## src/rtl/rttx_regs.svh

```systemverilog
// Register offsets, field positions and reset values of the teardown and transmit interrupt slice.
`ifndef RTTX_REGS_SVH
`define RTTX_REGS_SVH

`define RTTX_NCHAN 8
`define RTTX_EVT_W 9
`define RTTX_ADDR_W 8

`define RTTX_OFF_TEARDOWN 8'h00
`define RTTX_OFF_RAW 8'h04
`define RTTX_OFF_MASKED 8'h08
`define RTTX_OFF_EN_SET 8'h0C
`define RTTX_OFF_EN_CLEAR 8'h10
`define RTTX_OFF_EVT_STAT 8'h14
`define RTTX_OFF_EVT_MASK 8'h18

`define RTTX_TD_CHAN_MSB 2
`define RTTX_TD_CHAN_LSB 0
`define RTTX_EVT_TD_BIT 8

`define RTTX_ZERO_WORD 32'h00000000
`define RTTX_PEND_RST 8'h00
`define RTTX_EN_RST 8'h00
`define RTTX_EVT_RST 9'h000
`define RTTX_HSIZE_WORD 3'h2

`endif

```

## src/rtl/rttx_pkg.sv

```systemverilog
// Types shared by the bus front end and the register bank.
package rttx_pkg;

    typedef struct packed {
        logic wr;
        logic rd;
        logic [7:0] addr;
        logic [31:0] wdata;
    } rttx_req_type;

    typedef struct packed {
        logic valid;
        logic [2:0] chan;
    } rttx_td_type;

endpackage

```

## src/rtl/rttx_top.sv

```systemverilog
// Receive teardown command and transmit interrupt status register bank on AHB-Lite.
`timescale 1ns/1ns
`include "rttx_regs.svh"

// Overview of operation
// - Writing code 0-7 to teardown bits 2-0 tears down exactly that receive channel.
// - The teardown register always reads as zero.
// - Unmasked status bit n shows transmit channel n pending, ignoring the enables.
// - Masked status bit n shows channel n pending only while its enable is set.
// - Both status registers are read-only, zero after reset, bits 31-8 read zero.
// - Writing one to an enable-set bit enables that channel; zero changes nothing.
// - Writing one to an enable-clear bit disables that channel; zero changes nothing.
module rttx_top (
    input wire logic CLK,
    input wire logic RESET_N,
    input wire logic HSEL,
    input wire logic [31:0] HADDR,
    input wire logic [1:0] HTRANS,
    input wire logic HWRITE,
    input wire logic [2:0] HSIZE,
    input wire logic [31:0] HWDATA,
    input wire logic HREADY,
    output logic [31:0] HRDATA,
    output logic HREADYOUT,
    output logic HRESP,
    input wire logic [7:0] TX_PEND,
    output rttx_pkg::rttx_td_type RX_TEARDOWN,
    output logic [7:0] RX_TEARDOWN_SEL,
    output logic TX_IRQ,
    output logic EVT_IRQ
);

    // Word-aligned address match, shared by every strobe and the read mux.
    function automatic logic hit(input logic [7:0] addr, input logic [7:0] off);
        hit = (addr[7:2] == off[7:2]);
    endfunction

    function automatic logic [7:0] chan_onehot(input logic [2:0] code);
        chan_onehot = 8'h01 << code;
    endfunction

    rttx_pkg::rttx_req_type req;
    logic [31:0] rd_data;
    logic [7:0] raw_reg;
    logic [7:0] en_reg;
    logic [7:0] masked_w;
    logic [7:0] pend_rise;
    logic [8:0] evt_reg;
    logic [8:0] evt_set;
    logic [8:0] evt_mask_reg;
    logic evt_rd;
    logic td_wr;
    rttx_pkg::rttx_td_type td_reg;
    logic [7:0] td_sel_reg;
    logic tx_irq_reg;
    logic evt_irq_reg;

    rttx_ahb_slave u_slave (
        .clk(CLK),
        .reset_n(RESET_N),
        .hsel(HSEL),
        .haddr(HADDR),
        .htrans(HTRANS),
        .hwrite(HWRITE),
        .hsize(HSIZE),
        .hwdata(HWDATA),
        .hready(HREADY),
        .rd_data(rd_data),
        .req(req),
        .hrdata(HRDATA),
        .hreadyout(HREADYOUT),
        .hresp(HRESP)
    );

    assign td_wr = req.wr && hit(req.addr, `RTTX_OFF_TEARDOWN);
    assign evt_rd = req.rd && hit(req.addr, `RTTX_OFF_EVT_STAT);
    assign masked_w = raw_reg & en_reg;

    // The channel lines are taken as synchronous, so one flop stage is enough.
    always_ff @(posedge CLK)
    begin
        if (!RESET_N)
            raw_reg <= `RTTX_PEND_RST;
        else
            raw_reg <= TX_PEND;
    end

    always_ff @(posedge CLK)
    begin
        if (!RESET_N)
            en_reg <= `RTTX_EN_RST;
        else if (req.wr && hit(req.addr, `RTTX_OFF_EN_SET))
            en_reg <= en_reg | req.wdata[7:0];
        else if (req.wr && hit(req.addr, `RTTX_OFF_EN_CLEAR))
            en_reg <= en_reg & ~req.wdata[7:0];
    end

    // The code is not stored for reading; valid and select pulse for one cycle, the channel field holds until the next teardown write.
    always_ff @(posedge CLK)
    begin
        if (!RESET_N)
        begin
            td_reg.valid <= 1'b0;
            td_reg.chan <= 3'h0;
            td_sel_reg <= 8'h00;
        end
        else if (td_wr)
        begin
            td_reg.valid <= 1'b1;
            td_reg.chan <= req.wdata[`RTTX_TD_CHAN_MSB:`RTTX_TD_CHAN_LSB];
            td_sel_reg <= chan_onehot(req.wdata[`RTTX_TD_CHAN_MSB:`RTTX_TD_CHAN_LSB]);
        end
        else
        begin
            td_reg.valid <= 1'b0;
            td_sel_reg <= 8'h00;
        end
    end

    assign pend_rise = TX_PEND & ~raw_reg;
    assign evt_set = {td_wr, pend_rise};

    // A new event in the same cycle as the clearing read survives the read.
    always_ff @(posedge CLK)
    begin
        if (!RESET_N)
            evt_reg <= `RTTX_EVT_RST;
        else if (evt_rd)
            evt_reg <= evt_set;
        else
            evt_reg <= evt_reg | evt_set;
    end

    always_ff @(posedge CLK)
    begin
        if (!RESET_N)
            evt_mask_reg <= `RTTX_EVT_RST;
        else if (req.wr && hit(req.addr, `RTTX_OFF_EVT_MASK))
            evt_mask_reg <= req.wdata[8:0];
    end

    // Both interrupt lines lag their cause by one cycle so they leave flip-flops.
    always_ff @(posedge CLK)
    begin
        if (!RESET_N)
        begin
            tx_irq_reg <= 1'b0;
            evt_irq_reg <= 1'b0;
        end
        else
        begin
            tx_irq_reg <= |masked_w;
            evt_irq_reg <= |(evt_reg & evt_mask_reg);
        end
    end

    // Unmapped offsets read as zero with an OKAY response.
    always_comb
    begin
        rd_data = `RTTX_ZERO_WORD;
        if (hit(req.addr, `RTTX_OFF_RAW))
            rd_data = {24'h000000, raw_reg};
        else if (hit(req.addr, `RTTX_OFF_MASKED))
            rd_data = {24'h000000, masked_w};
        else if (hit(req.addr, `RTTX_OFF_EN_SET) || hit(req.addr, `RTTX_OFF_EN_CLEAR))
            rd_data = {24'h000000, en_reg};
        else if (hit(req.addr, `RTTX_OFF_EVT_STAT))
            rd_data = {23'h000000, evt_reg};
        else if (hit(req.addr, `RTTX_OFF_EVT_MASK))
            rd_data = {23'h000000, evt_mask_reg};
    end

    assign RX_TEARDOWN = td_reg;
    assign RX_TEARDOWN_SEL = td_sel_reg;
    assign TX_IRQ = tx_irq_reg;
    assign EVT_IRQ = evt_irq_reg;

    property p_td_cmd;
        @(posedge CLK) disable iff (!RESET_N)
        td_wr |=> RX_TEARDOWN.valid && RX_TEARDOWN.chan == $past(req.wdata[2:0])
            && RX_TEARDOWN_SEL == (8'h01 << $past(req.wdata[2:0]));
    endproperty
    a_td_cmd: assert property (p_td_cmd) else $error("teardown command lost or wrong channel");

    property p_td_only;
        @(posedge CLK) disable iff (!RESET_N)
        !td_wr |=> !RX_TEARDOWN.valid && RX_TEARDOWN_SEL == 8'h00;
    endproperty
    a_td_only: assert property (p_td_only) else $error("teardown issued without a write");

    property p_td_reads_zero;
        @(posedge CLK) disable iff (!RESET_N)
        req.rd && hit(req.addr, `RTTX_OFF_TEARDOWN) |=> HRDATA == 32'h00000000;
    endproperty
    a_td_reads_zero: assert property (p_td_reads_zero) else $error("teardown register read not zero");

    property p_raw_read;
        @(posedge CLK) disable iff (!RESET_N)
        req.rd && hit(req.addr, `RTTX_OFF_RAW) |=> HREADYOUT && HRDATA[7:0] == $past(raw_reg);
    endproperty
    a_raw_read: assert property (p_raw_read) else $error("unmasked status read wrong");

    // Gated on the sampled reset so the reset edge itself, with channels already pending, is not checked.
    property p_raw_follows;
        @(posedge CLK) disable iff (!RESET_N)
        RESET_N |=> raw_reg == $past(TX_PEND);
    endproperty
    a_raw_follows: assert property (p_raw_follows) else $error("unmasked status does not follow channels");

    property p_masked_read;
        @(posedge CLK) disable iff (!RESET_N)
        req.rd && hit(req.addr, `RTTX_OFF_MASKED) |=> HRDATA[7:0] == ($past(raw_reg) & $past(en_reg));
    endproperty
    a_masked_read: assert property (p_masked_read) else $error("masked status read wrong");

    property p_high_zero;
        @(posedge CLK) disable iff (!RESET_N)
        req.rd && (hit(req.addr, `RTTX_OFF_RAW) || hit(req.addr, `RTTX_OFF_MASKED)) |=> HRDATA[31:8] == 24'h000000;
    endproperty
    a_high_zero: assert property (p_high_zero) else $error("status bits 31-8 not zero");

    property p_reset_zero;
        @(posedge CLK)
        !RESET_N |=> raw_reg == 8'h00 && en_reg == 8'h00 && !TX_IRQ;
    endproperty
    a_reset_zero: assert property (p_reset_zero) else $error("status not zero after reset");

    property p_en_set;
        @(posedge CLK) disable iff (!RESET_N)
        req.wr && hit(req.addr, `RTTX_OFF_EN_SET) |=>
            (en_reg & $past(req.wdata[7:0])) == $past(req.wdata[7:0]) && ($past(en_reg) & ~en_reg) == 8'h00;
    endproperty
    a_en_set: assert property (p_en_set) else $error("enable set write misbehaved");

    property p_en_clear;
        @(posedge CLK) disable iff (!RESET_N)
        req.wr && hit(req.addr, `RTTX_OFF_EN_CLEAR) |=>
            (en_reg & $past(req.wdata[7:0])) == 8'h00 && (en_reg & ~$past(en_reg)) == 8'h00;
    endproperty
    a_en_clear: assert property (p_en_clear) else $error("enable clear write misbehaved");

    property p_tx_irq;
        @(posedge CLK) disable iff (!RESET_N)
        ##1 TX_IRQ == (|$past(masked_w));
    endproperty
    a_tx_irq: assert property (p_tx_irq) else $error("transmit interrupt disagrees with masked status");

    property p_evt_sticky;
        @(posedge CLK) disable iff (!RESET_N)
        evt_reg[`RTTX_EVT_TD_BIT] && !evt_rd |=> evt_reg[`RTTX_EVT_TD_BIT];
    endproperty
    a_evt_sticky: assert property (p_evt_sticky) else $error("sticky event lost without a read");

    property p_td_sel_onehot;
        @(posedge CLK) disable iff (!RESET_N)
        RX_TEARDOWN.valid |-> $onehot(RX_TEARDOWN_SEL) && RX_TEARDOWN_SEL[RX_TEARDOWN.chan];
    endproperty
    a_td_sel_onehot: assert property (p_td_sel_onehot) else $error("teardown select wrong");

    property p_td_chan_hold;
        @(posedge CLK) disable iff (!RESET_N)
        !td_wr |=> $stable(RX_TEARDOWN.chan);
    endproperty
    a_td_chan_hold: assert property (p_td_chan_hold) else $error("teardown channel moved without a write");

    property p_en_hold;
        @(posedge CLK) disable iff (!RESET_N)
        !(req.wr && (hit(req.addr, `RTTX_OFF_EN_SET) || hit(req.addr, `RTTX_OFF_EN_CLEAR))) |=>
            $stable(en_reg);
    endproperty
    a_en_hold: assert property (p_en_hold) else $error("enables changed without an enable write");

    property p_en_read;
        @(posedge CLK) disable iff (!RESET_N)
        req.rd && (hit(req.addr, `RTTX_OFF_EN_SET) || hit(req.addr, `RTTX_OFF_EN_CLEAR)) |=>
            HRDATA == {24'h000000, $past(en_reg)};
    endproperty
    a_en_read: assert property (p_en_read) else $error("enable read back wrong");

    property p_hresp_okay;
        @(posedge CLK) disable iff (!RESET_N)
        !HRESP;
    endproperty
    a_hresp_okay: assert property (p_hresp_okay) else $error("bus response not OKAY");

    property p_evt_clear;
        @(posedge CLK) disable iff (!RESET_N)
        evt_rd |=> evt_reg == $past(evt_set);
    endproperty
    a_evt_clear: assert property (p_evt_clear) else $error("event read did not clear or lost a new event");

    property p_evt_irq;
        @(posedge CLK) disable iff (!RESET_N)
        RESET_N |=> EVT_IRQ == (|($past(evt_reg) & $past(evt_mask_reg)));
    endproperty
    a_evt_irq: assert property (p_evt_irq) else $error("event interrupt disagrees with masked events");

    property p_reset_out;
        @(posedge CLK)
        !RESET_N |=> HRDATA == 32'h00000000 && HREADYOUT && !HRESP && !RX_TEARDOWN.valid
            && RX_TEARDOWN_SEL == 8'h00 && !EVT_IRQ;
    endproperty
    a_reset_out: assert property (p_reset_out) else $error("outputs not idle after reset");

endmodule // rttx_top

```

## src/rtl/rttx_ahb_slave.sv

```systemverilog
// AHB-Lite slave front end that turns bus transfers into one-cycle register strobes.
`timescale 1ns/1ns
`include "rttx_regs.svh"

module rttx_ahb_slave (
    input wire logic clk,
    input wire logic reset_n,
    input wire logic hsel,
    input wire logic [31:0] haddr,
    input wire logic [1:0] htrans,
    input wire logic hwrite,
    input wire logic [2:0] hsize,
    input wire logic [31:0] hwdata,
    input wire logic hready,
    input wire logic [31:0] rd_data,
    output rttx_pkg::rttx_req_type req,
    output logic [31:0] hrdata,
    output logic hreadyout,
    output logic hresp
);

    logic accept;
    logic pend_reg;
    logic wr_reg;
    logic word_reg;
    logic [7:0] addr_reg;
    logic [31:0] hrdata_reg;
    logic hreadyout_reg;
    logic hresp_reg;

    assign accept = hsel && htrans[1] && hready;

    // One wait state lets the read data leave a flip-flop instead of the decoder.
    always_ff @(posedge clk)
    begin
        if (!reset_n)
        begin
            pend_reg <= 1'b0;
            hreadyout_reg <= 1'b1;
            hresp_reg <= 1'b0;
        end
        else
        begin
            pend_reg <= accept;
            hreadyout_reg <= !accept;
            hresp_reg <= 1'b0;
        end
    end

    always_ff @(posedge clk)
    begin
        if (!reset_n)
        begin
            wr_reg <= 1'b0;
            word_reg <= 1'b0;
            addr_reg <= 8'h00;
        end
        else if (accept)
        begin
            wr_reg <= hwrite;
            word_reg <= (hsize == `RTTX_HSIZE_WORD);
            addr_reg <= haddr[7:0];
        end
    end

    always_ff @(posedge clk)
    begin
        if (!reset_n)
            hrdata_reg <= `RTTX_ZERO_WORD;
        else if (pend_reg && !wr_reg)
            hrdata_reg <= rd_data;
    end

    // Writes narrower than a word are dropped, since every register is a whole word.
    assign req.wr = pend_reg && wr_reg && word_reg;
    assign req.rd = pend_reg && !wr_reg;
    assign req.addr = addr_reg;
    assign req.wdata = hwdata;
    assign hrdata = hrdata_reg;
    assign hreadyout = hreadyout_reg;
    assign hresp = hresp_reg;

    property p_one_wait;
        @(posedge clk) disable iff (!reset_n)
        accept |=> !hreadyout ##1 hreadyout;
    endproperty
    a_one_wait: assert property (p_one_wait) else $error("slave did not answer after one wait state");

endmodule // rttx_ahb_slave

```

## config.mk

```make
export PLATFORM = sky130hd
export DESIGN_NAME = rttx_top
export DESIGN_NICKNAME = d
export VERILOG_FILES = /design/src/rtl/rttx_pkg.sv /design/src/rtl/rttx_top.sv /design/src/rtl/rttx_ahb_slave.sv
export VERILOG_INCLUDE_DIRS = /design/src /design/src/rtl
export SDC_FILE = /design/constraint.sdc
export NUM_CORES = 1
export LEC_CHECK = 0
export ABC_AREA = 1
export BUFFER_PORTS_ARGS = -buffer_cell sky130_fd_sc_hd__buf_2
export CAP_MARGIN = 20
export CORE_MARGIN = 8
export CORE_UTILIZATION = 44
export CTS_BUF_LIST = sky130_fd_sc_hd__clkbuf_8
export CTS_CLUSTER_DIAMETER = 40
export CTS_CLUSTER_SIZE = 30
export DETAILED_ROUTE_END_ITERATION = 16
export GPL_TIMING_DRIVEN = 0
export PLACE_DENSITY = 0.9
export SETUP_SLACK_MARGIN = 0.4
export SYNTH_ARGS = -nofsm -noshare
export SYNTH_HDL_FRONTEND = slang
export SYNTH_SLANG_ARGS = --single-unit
```

## constraint.sdc

```tcl
create_clock -name CLK -period 1.2 [get_ports CLK]
set_input_delay 0.18 -clock CLK [delete_from_list [all_inputs] [get_ports CLK]]
set_output_delay 0.18 -clock CLK [all_outputs]
set_load 0.05 [all_outputs]
```

After elaboration in Yosys (flattened, before gate mapping). Index checks and enable logic that the tools add are counted. W data, S select, Z words.

Latch bits: 0. Register bits after elaboration: 92. ROM bits: 0. RAM bits: 0. Output and inout bits: 48. Memories kept: 0.

Bitwise operators: 8. Add/subtract/negate cells: 0. Muxes and demuxes: 9. $lt $le $gt $ge: 0. Multipliers: 0. Reductions and logical operators: 18. Divide/modulo/power cells: 0. Shift-type cells: 1. Eq/ne operators: 7.

Operator list (count): $mux W9 (6); $and A8 B8 Y8 (3); $eq A6 B3 Y1 const B (3); $mux W8 (2); $not A8 Y8 (2); $eq A6 B2 Y1 const B (2); $logic_and A1 B1 Y1 (10); $and A9 B9 Y9 (1); $or A9 B9 Y9 (1); $reduce_or A9 Y1 (1); $or A8 B8 Y8 (1); $reduce_or A8 Y1 (1); $shl A1 B3 Y8 const A (1); $eq A6 B1 Y1 const B (1); $logic_not A6 Y1 (1); $eq A3 B2 Y1 const B (1); $logic_not A1 Y1 (2); $reduce_and A2 Y1 (1); $reduce_bool A2 Y1 (1); $logic_or A1 B1 Y1 (1); $mux W1 (1).

Depth between registers and ports, before layout. Gate-level depths: netlist of the first run.

Depth after elaboration: 6. Mapped depth: 10. Gate-level depth less buffers: 9.

Hierarchy. A second synthesis of the first run with hierarchy kept.

Cell total of the unflattened synthesis: 586. Area total of the unflattened synthesis: 4132.7 µm².

By module, submodules not included: rttx_top (area an instance 2120.8 µm², cells an instance 293, times used 1, seq. area each 960.9 µm²); rttx_ahb_slave (area an instance 2011.9 µm², cells an instance 293, times used 1, seq. area each 880.8 µm²).

Worst setup path before layout of the first run. No wires, ideal clock.

Path type: register to register. Start: register u_slave.addr_reg[6]. End: register (tool-made name). Setup time: 132 ps. Required time: 1068 ps. Period minus slack after synthesis: 1352 ps. Arrival: 1220 ps. Buffers on the path: 1. Cell stages (with the launch flop): 8. Setup slack: -152 ps. Cell sequence: dfxtp_1 -> nor2_1 -> nand3b_1 -> nand2_1 -> buf_4 -> nand2_1 -> o21ai_0 -> a21oi_1.

RTL lines: start, declared (RTL line rttx_ahb_slave.sv:26) `logic [7:0] addr_reg;`; start signal, assigned (RTL line rttx_ahb_slave.sv:62) `addr_reg <= haddr[7:0];`.

==> results of run 1 <==
routing by layer:
layer / vias to the layer above / global-route usage [%] / part of all wire, % / routed length (um)
met5: - / 0 / 0 / 0
met4: 0 / 12.6 / 6.2 / 749
met3: 90 / 6.97 / 11 / 1340
met2: 300 / 32.8 / 47 / 5680
met1: 1589 / 21.9 / 36 / 4290
li1: 1525 / - / - / -
power breakdown:
part	switching (uW)	total, uW	internal, uW
Clock	981	1780	802
Combinational	442	662	220
Sequential	61.4	2340	2280
cell usage after synthesis:
library cell,number
a21oi_1,29
a21oi_2,1
a31oi_1,1
a32o_1,1
buf_2,1
buf_4,26
buf_6,2
clkbuf_1,5
conb_1,1
dfxtp_1,67
inv_1,37
inv_2,4
nand2_1,96
nand2_2,2
nand3_1,42
nand3b_1,1
nand4_1,3
nor2_1,41
nor2_2,1
nor2_4,3
nor3_1,8
o211ai_1,1
o21ai_0,28
o21ai_2,1
what timing repair did:
| action | in CTS | in global routing |
|---|---|---|
| gates cloned | 5 | 0 |
| resized for setup | 169 | 64 |
| setup endpoints to repair | 73 | 73 |
| hold buffers | 0 | 0 |
| pin swaps | 37 | 23 |
| setup buffers | 20 | 21 |
layout by cell type, fill, tap and decap left out, types with 8 or more instances in the layout:
cell       n
nand2_2   17
dfxtp_1   24
dfxtp_2   41
clkbuf_8  10
buf_4     58
nand3_2   13
a21oi_1   20
nand2_4    8
o21ai_0   17
nand3_1   26
a21oi_2   10
o21ai_1    8
buf_8     24
buf_6     14
inv_1     29
nand2_1   73
conb_1    24
buf_2     33
nor2_4    12
inv_2      8
nor2_1    30
path summary, 6_finish.rpt:
kind,endpoint,cells after the start
max,register,7
min,u_slave.wr_reg,3
max reg2reg,register,7
min reg2reg,evt_reg[3],1
metrics by stage:
| stage | utilization (%) | total power, uW | worst slack (ns) | TNS [ns] |
|---|---|---|---|---|
| 6_report | 72.3 | 4790 | -0.314 | -8.93 |
| 5_1_grt | 72.3 | 4880 | -0.339 | -11.33 |
| 4_1_cts | 66.3 | 4590 | -0.154 | -3.44 |
| 3_5_place_dp | 53.3 | 2870 | -0.404 | -12.01 |
| 3_3_place_gp | 53.3 | 2860 | -0.352 | -11.10 |
| 2_1_floorplan | - | 2750 | -0.0355 | -0.368 |
final cells by class:
type	count	area, um2	area share (%)
clock buffer	10	138	2.98
buffer	34	254	5.50
clock inverter	6	42.5	0.921
sequential	67	1400	30.3
tap	77	96.3	2.09
multi-input combinational	284	1630	35.2
timing repair buffer	100	888	19.2
inverter	41	171	3.71
worst register-to-register path: stages, from the launching register on:
cell and delay (ns):
dfxtp_4 0.40, nand2_1 0.08, nand3b_1 0.24, nand2_4 0.13
buf_6 0.15, nand2_2 0.08, o21ai_1 0.21, a21oi_2 0.09
cells by family (layout without fill, tap and decap cells):
logic type      Yosys count  count (layout)  synth area share (%)
flops                    67              67                  46.1
other cells               1              24                 0.129
buf+inv                  75             191                  13.6
simple gates            197             198                  29.0
compound gates           62              62                  11.2
==> summary.txt, run 1 <==
Worst setup path
  • Crit path buffers/inverters: 1
  • CP max stage cell: dfxtp_4
  • Worst EP arrival: 1.73 ns
  • CP Launch Type: register
  • R2R setup slack: -0.31 ns
  • Crit-path cells: nand2_1 -> nand3b_1 -> nand2_4 -> buf_6 -> nand2_2 -> o21ai_1 -> a21oi_2
  • Critical path's top delay family: simple AND/OR/NAND/NOR gates
  • CP max stage delay: 0.40 ns
  • Worst path required time: 1.42 ns
  • CP max FO: 5
  • CP Launch Point: u_slave.addr_reg[2]
  • WS Path Type: register to register
  • Crit end category: register
  • Reg-to-Reg Start: u_slave.addr_reg[2]

Routing
  • Routed vias: 3,504
  • Post-Route WL: 12,100 um
  • Antenna-violating nets left: 0
  • Initial DRC count: 558
  • Wire per inst: 19.5 um
  • Routed vias/inst: 5.66
  • Initial DRT Pass Iterations: 6
  • Drc violations: 0

Floorplanning
  • Rows: 29
  • Die Area: 9470 um2
  • Core footprint: 6390 um2
  • Height of the die: 97.3 um
  • Die Wd: 97.3 um
  • I/O pin cnt: 130
  • Initial Util: 45.6%

GRT
  • Grt ovf: 0
  • Vias in the first global route: 3,330
  • Largest net degree at the start of global routing: 13
  • GRT Total Usage: 20.1%
  • First-pass GRT wire length: 15,800 um
  • Initial antenna violation count: 0

Place
  • Dpl cell area: 3410 um2
  • Detail Placement HPWL: 5760 um
  • GPL Wtd Cong: 0.910
  • Placed Instances: 557
  • Buffers on Ports: 55

Timing
  • Setup Skew: 0.0179 ns
  • Worst-Margin Slew: 0.718 ns
  • Unrepaired setup endpoints after global routing: yes
  • Setup violators final: 46
  • Final Hold Fails: 0
  • F_max: 660 MHz
  • Hold Slack: 0.0113 ns
  • Worst relative slew slack: 52.2%
  • Slew Viols, Final: 0
  • Fin worst setup slack: -0.314 ns
  • Final Critical Period: 1.51 ns
  • Tcrit/Tclk final: 126%

Clocking
  • CTS Buffer Depth: 2
  • Clock Latency Late Sink: 0.36 ns
  • H-tree levels: 3
  • Clk pin slew, worst setup/hold paths: 0.08 ns
  • CTS tree: built
  • CTS Sinks: 67
  • Total CTS buffers: 9
  • Clk root buf: clkbuf_8

Flow run
  • Max_cap viols: 0

Logic synthesis
  • Register bit total from synthesis: 67
  • Most area-hungry cell type in the Yosys netlist: dfxtp_1
  • Yosys warning count: 0
  • Seq/Total Area, Yosys: 46.1%
  • Synthesized area: 2910 um2
  • Mean Syn Cell Area: 7.24 um2
  • Ranking of synthesized cells by area: dfxtp_1, nand2_1, nand3_1
  • Distinct cells, synth: 24
  • Post-synth top area share: 46.1%
  • Syn Inst Count: 402

Cells and area
  • Proportion of layout cells with a drive suffix above 1: 51.5%
  • Area added between synthesis and finish: 58.7%
  • Number of diodes: 0
  • Filler cells: 424
  • Design Area, Final: 4620 um2
  • Final std cells w/o fill: 619
  • Fin nets: 619

Status
  • Status: complete, but fails checks
  • Failing checks: negative setup slack

Pwr
  • Max VDD drop: 0.669 mV
  • Pwr per Cell Area: 1040 nW/um2
  • Leak Pwr: 0.00211 uW

Hold path
  • Worst hold start: HWRITE
  • HP Class: input port to register
(Power assumes the default switching activity.)
==> run 2: changes to the inputs <==
--- a/config.mk
+++ b/config.mk
@@ -16,7 +16,7 @@
 export CTS_CLUSTER_SIZE = 30
 export DETAILED_ROUTE_END_ITERATION = 16
 export GPL_TIMING_DRIVEN = 0
-export PLACE_DENSITY = 0.9
+export PLACE_DENSITY = 0.89
 export SETUP_SLACK_MARGIN = 0.4
 export SYNTH_ARGS = -nofsm -noshare
 export SYNTH_HDL_FRONTEND = slang
==> summary.txt, run 2 (synthesis results as in run 1) <==
Worst setup path
  • CP Launch Type: register (unchanged)
  • Reg-to-Reg Start: u_slave.addr_reg[3] (was u_slave.addr_reg[2])
  • CP max FO: 7 (was 5)
  • Worst EP arrival: 1.85 ns (was 1.73 ns)
  • CP Launch Point: u_slave.addr_reg[3] (was u_slave.addr_reg[2])
  • Worst path required time: 1.50 ns (was 1.42 ns)
  • Crit end category: register (unchanged)
  • WS Path Type: register to register (unchanged)

Timing
  • Slew Viols, Final: 0 (unchanged)
  • Hold Slack: -0.0104 ns (was 0.0113 ns)
  • Setup Skew: 0.0142 ns (was 0.0179 ns)
  • Final Critical Period: 1.55 ns (was 1.51 ns)
  • Worst-Margin Slew: 0.665 ns (was 0.718 ns)
  • Tcrit/Tclk final: 129% (was 126%)
  • F_max: 646 MHz (was 660 MHz)
  • Worst relative slew slack: 55.6% (was 52.2%)
  • Fin worst setup slack: -0.347 ns (was -0.314 ns)
  • Unrepaired setup endpoints after global routing: yes (unchanged)
  • Post-route setup TNS: -9.98 ns (was -8.93 ns)
  • Final Hold Fails: 1 (was 0)
  • Setup violators final: 46 (unchanged)

Clocking
  • CTS Buffer Depth: 2 (unchanged)
  • CTS Sinks: 67 (unchanged)
  • Total CTS buffers: 9 (unchanged)
  • CTS tree: built (unchanged)
  • H-tree levels: 3 (unchanged)
  • Clk pin slew, worst setup/hold paths: 0.08 ns (about the same)
  • Clock Latency Late Sink: 0.37 ns (was 0.36 ns)
  • # hold bufs at CTS: 0 (unchanged)
  • Clk root buf: clkbuf_8 (unchanged)

Hold path
  • HP Class: input port to register (unchanged)
  • Worst hold start: HWRITE (unchanged)

Floorplanning
  • Height of the die: 97.3 um (unchanged)
  • Rows: 29 (unchanged)
  • I/O pin cnt: 130 (unchanged)
  • Initial Util: 45.6% (unchanged)
  • Die Wd: 97.3 um (unchanged)
  • Core footprint: 6390 um2 (unchanged)
  • Die Area: 9470 um2 (unchanged)

Routing
  • Routed vias/inst: 5.73 (was 5.66)
  • Wire per inst: 18.9 um (was 19.5 um)
  • Antenna-violating nets left: 0 (unchanged)
  • Initial DRC count: 534 (was 558)
  • Drc violations: 0 (unchanged)
  • Initial DRT Pass Iterations: 6 (unchanged)
  • Routed vias: 3,451 (was 3,504)
  • Post-Route WL: 11,400 um (was 12,100 um)

Pwr
  • Max VDD drop: 0.846 mV (was 0.669 mV)
  • Clock power frac: 37.6% (was 37.2%)
  • Comb pwr share: 13.0% (was 13.8%)
  • Internal: 3320 uW (was 3300 uW)
  • NetSw: 1420 uW (was 1480 uW)
  • Pwr per Cell Area: 1090 nW/um2 (was 1040 nW/um2)
  • Flop pwr share: 49.4% (was 48.9%)
  • Switching part of the total power: 29.9% (was 31.0%)
  • Leak Pwr: 0.00200 uW (was 0.00211 uW)

Cells and area
  • Commonest non-fill, non-tap cell in the layout: nand2_1 (unchanged)
  • Fin nets: 602 (was 619)
  • Number of diodes: 0 (unchanged)
  • Design Area, Final: 4370 um2 (was 4620 um2)
  • Filler cells: 464 (was 424)
  • Area added between synthesis and finish: 50.1% (was 58.7%)
  • Most frequent cells in the layout: nand2_1, buf_4, dfxtp_2, nand3_1 (was nand2_1, buf_4, dfxtp_2, buf_2, nor2_1)
  • Final core utilization: 68.4% (was 72.3%)
  • Proportion of layout cells with a drive suffix above 1: 45.9% (was 51.5%)

GRT
  • Largest net degree at the start of global routing: 12 (was 13)
  • First-pass GRT wire length: 15,500 um (was 15,800 um)
  • GRT Total Usage: 20.2% (was 20.1%)
  • Grt ovf: 0 (unchanged)
  • Initial antenna violation count: 0 (unchanged)
  • Vias in the first global route: 3,200 (was 3,330)

Place
  • Buffers on Ports: 55 (unchanged)
  • Dpl cell area: 3410 um2 (unchanged)
  • Detail Placement HPWL: 5750 um (was 5760 um)
  • GPL Wtd Cong: 0.929 (was 0.910)

Status
  • Failing checks: negative hold slack, negative setup slack (was negative setup slack)
  • Status: complete, but fails checks (unchanged)

Flow run
  • Max_cap viols: 0 (unchanged)
[run 2: layout make-up]
| class | count | area (um2) | share of cell area (%) |
|---|---|---|---|
| buffer | 34 | 258 | 5.90 |
| clock buffer | 11 | 151 | 3.47 |
| clock inverter | 5 | 28.8 | 0.659 |
| inverter | 41 | 161 | 3.70 |
| multi-input combinational | 283 | 1510 | 34.5 |
| sequential | 67 | 1400 | 32.1 |
| tap | 77 | 96.3 | 2.21 |
| timing repair buffer | 84 | 764 | 17.5 |
[run 2: layer usage]
metal  track usage, %  vias up  part of all wire (%)
li1                 -     1480                     -
met1             22.0     1533                    34
met2             33.4      332                    46
met3             6.69      106                    13
met4             12.6        0                   7.2
met5                0        -                     0
[run 2: through the flow]
stage | setup WS, ns | total power (uW) | hold WS [ns] | instances
2_1_floorplan | -0.0355 | 2750 | 0.257 | 425
3_3_place_gp | -0.340 | 2860 | 0.371 | 557
3_5_place_dp | -0.402 | 2870 | 0.376 | 557
4_1_cts | -0.161 | 4590 | 0.00937 | 592
5_1_grt | -0.391 | 4840 | 0.00753 | 602
6_report | -0.347 | 4740 | -0.0104 | 602
[run 2: timing repair]
action / in CTS / in global routing
resized for setup: 134 / 61
buffers inserted: 16 / 9
endpoints found under the setup margin: 73 / 73
pin swaps: 26 / 21
hold endpoints to repair: 0 / 0
gates cloned: 3 / 1
[run 2: final timing paths]
check,endpoint,slack (ns),cells past startpoint
worst min register to register,evt_reg[0],0.48,1
worst min-delay path,u_slave.wr_reg,-0.01,3
worst max-delay path,evt_mask_reg[6],-0.35,9
worst max register to register,evt_mask_reg[6],-0.35,9
[run 2: power groups by stage]
stage / sequential, uW / combinational [uW] / clock, uW
detailed placement: 2370 / 499 / 0
floorplan: 2370 / 372 / 0
finish: 2340 / 617 / 1780
CTS: 2330 / 548 / 1710
global route: 2340 / 648 / 1850
global placement: 2370 / 490 / 0
[run 2: worst max-delay path, cell delays in order, from the launching register on]
cell and delay, ns:
dfxtp_4 0.39, inv_4 0.05, nor2_4 0.19, nand2_2 0.10, nor2_4 0.17, nand2_4 0.13, inv_4 0.11, buf_6 0.15
nor2_2 0.04, nor2_1 0.15
==> run 3: changes to the inputs <==
--- a/config.mk
+++ b/config.mk
@@ -9,7 +9,6 @@
 export ABC_AREA = 1
 export BUFFER_PORTS_ARGS = -buffer_cell sky130_fd_sc_hd__buf_2
 export CAP_MARGIN = 20
-export CORE_MARGIN = 8
 export CORE_UTILIZATION = 44
 export CTS_BUF_LIST = sky130_fd_sc_hd__clkbuf_8
 export CTS_CLUSTER_DIAMETER = 40
==> summary.txt, run 3 (synthesis results as in run 1) <==
Cells and area
  • Fin nets: 605 (was 602)
  • Final core utilization: 71.3% (was 68.4%)
  • Number of diodes: 0 (unchanged)
  • Final std cells w/o fill: 605 (was 602)
  • Commonest non-fill, non-tap cell in the layout: nand2_1 (unchanged)
  • Most frequent cells in the layout: nand2_1, buf_4, dfxtp_2, nand3_1, buf_2 (was nand2_1, buf_4, dfxtp_2, nand3_1)
  • Proportion of layout cells with a drive suffix above 1: 48.9% (was 45.9%)
  • Area added between synthesis and finish: 55.6% (was 50.1%)

Clocking
  • CTS Sinks: 67 (unchanged)
  • Total CTS buffers: 9 (unchanged)
  • CTS tree: built (unchanged)
  • Clk pin slew, worst setup/hold paths: 0.08 ns (about the same)
  • Clock Latency Late Sink: 0.36 ns (was 0.37 ns)
  • H-tree levels: 3 (unchanged)
  • CTS Buffer Depth: 2 (unchanged)
  • Clk root buf: clkbuf_8 (unchanged)
  • # hold bufs at CTS: 0 (unchanged)

GRT
  • Largest net degree at the start of global routing: 13 (was 12)
  • GRT Total Usage: 24.9% (was 20.2%)
  • Grt ovf: 0 (unchanged)
  • Vias in the first global route: 2,964 (was 3,200)
  • First-pass GRT wire length: 13,700 um (was 15,500 um)
  • Initial antenna violation count: 0 (unchanged)

Flow run
  • Max_cap viols: 0 (unchanged)

Routing
  • Routed vias/inst: 5.60 (was 5.73)
  • Initial DRT Pass Iterations: 8 (was 6)
  • Antenna-violating nets left: 0 (unchanged)
  • Routed vias: 3,385 (was 3,451)
  • Initial DRC count: 494 (was 534)
  • Wire per inst: 17.4 um (was 18.9 um)
  • Post-Route WL: 10,500 um (was 11,400 um)
  • Drc violations: 0 (unchanged)

Floorplanning
  • Die Wd: 83.3 um (was 97.3 um)
  • Height of the die: 83.3 um (was 97.3 um)
  • Die Area: 6940 um2 (was 9470 um2)
  • Initial Util: 45.8% (was 45.6%)
  • Rows: 29 (unchanged)
  • Core footprint: 6350 um2 (was 6390 um2)
  • I/O pin cnt: 130 (unchanged)

Worst setup path
  • Worst r2r dst: u_slave.hrdata[2] (was evt_mask_reg[6])
  • Crit path buffers/inverters: 1 (was 3)
  • R2R setup slack: -0.32 ns (was -0.35 ns)
  • Cell mode on critical path: nand2_1
  • Reg-to-Reg Start: u_slave.addr_reg[2] (was u_slave.addr_reg[3])
  • Crit-path cells: nand2_1 -> nand3b_1 -> nand2_2 -> buf_6 -> nand2_1 -> nand3_1 -> nand2_1 -> a21oi_1 (was inv_4 -> nor2_4 -> nand2_2 -> nor2_4 -> nand2_4 -> inv_4 -> buf_6 -> nor2_2 -> nor2_1)
  • CP endpoint: u_slave.hrdata[2] (was evt_mask_reg[6])
  • WS Path Type: register to register (unchanged)
  • Worst EP arrival: 1.81 ns (was 1.85 ns)
  • Logic depth of the worst setup path including buffers: 8 (was 9)
  • Critical path's top delay family: simple AND/OR/NAND/NOR gates (unchanged)
  • CP Launch Type: register (unchanged)
  • CP Launch Point: u_slave.addr_reg[2] (was u_slave.addr_reg[3])
  • CP max FO: 4 (was 7)
  • Worst path required time: 1.48 ns (was 1.50 ns)
  • CP max stage delay: 0.40 ns (was 0.39 ns)
  • CP max stage cell: dfxtp_4 (unchanged)
  • Crit end category: register (unchanged)
  • Worst-case reg-to-reg path depth: 8 (was 9)

Pwr
  • Max VDD drop: 1.04 mV (was 0.846 mV)
  • Leak Pwr: 0.00208 uW (was 0.00200 uW)
  • Pwr per Cell Area: 1140 nW/um2 (was 1090 nW/um2)

Place
  • GPL Wtd Cong: 0.901 (was 0.929)
  • Detail Placement HPWL: 5160 um (was 5750 um)
  • Placed Instances: 557 (unchanged)
  • Buffers on Ports: 55 (unchanged)

Hold path
  • HP Class: input port to register (unchanged)

Status
  • Status: complete, but fails checks (unchanged)
  • Failing checks: negative setup slack (was negative hold slack, negative setup slack)

Timing
  • Final Hold Fails: 0 (was 1)
  • Final Critical Period: 1.52 ns (was 1.55 ns)
  • Setup Skew: 0.0141 ns (was 0.0142 ns)
  • F_max: 656 MHz (was 646 MHz)
  • Fin worst setup slack: -0.324 ns (was -0.347 ns)
  • Slew Viols, Final: 0 (unchanged)
  • Setup violators final: 46 (unchanged)
  • Unrepaired setup endpoints after global routing: yes (unchanged)
  • Tcrit/Tclk final: 127% (was 129%)
  • Worst-Margin Slew: 0.738 ns (was 0.665 ns)
  • Worst relative slew slack: 50.8% (was 55.6%)
## run 3: how the worst min path moves through the flow
stage	cells past startpoint	slack [ns]	start	to
2_1_floorplan	1	0.26	HWDATA[1]	RX_TEARDOWN_SEL[0]
3_3_place_gp	3	0.37	HWRITE	u_slave.wr_reg
3_5_place_dp	3	0.38	TX_PEND[3]	raw_reg[3]
4_1_cts	3	0.03	HWRITE	u_slave.wr_reg
5_1_grt	3	0.03	HWRITE	u_slave.wr_reg
6_report	3	0.02	HWRITE	u_slave.wr_reg
## run 3: final cells by class
class	count	area, um2
Fill cell	424	1820
Multi-Input combinational cell	284	1600
Sequential cell	67	1400
Timing Repair Buffer	86	783
Buffer	34	254
Inverter	41	174
Clock buffer	10	138
Tap cell	77	96.3
Clock inverter	6	88.8
## run 3: layer usage
metal	track usage, %	share of wire [%]
met5	0	0
met4	16.5	6.9
met3	4.77	11
met2	41.4	47
met1	29.1	35
## run 3: stage by stage
step	total power [uW]	hold slack (ns)	area, um2	setup WS, ns	setup TNS [ns]
2_1_floorplan	2750	0.257	3030	-0.0355	-0.368
3_3_place_gp	2860	0.372	3410	-0.342	-10.93
3_5_place_dp	2880	0.383	3410	-0.414	-12.84
4_1_cts	4980	0.0322	4160	-0.139	-4.15
5_1_grt	5270	0.0311	4530	-0.431	-10.20
6_report	5160	0.0188	4530	-0.324	-8.36
## run 3: worst min-delay path: cells and delay by family
family                 cells  cell delay [ns]
and+or+nand+nor            2             0.09
buffers and inverters      1             0.07
## run 3: repair_timing
item                                    4_1_cts  5_1_grt
gates cloned                                  2        1
endpoints found under the setup margin       73       73
setup buffers                                18       11
gates resized for setup                     140       82
pin swaps                                    21       25
## run 3: where the power goes
part | switching (uW) | internal (uW)
combinational | 427 | 205
sequential | 63.6 | 2280
clock | 962 | 1230
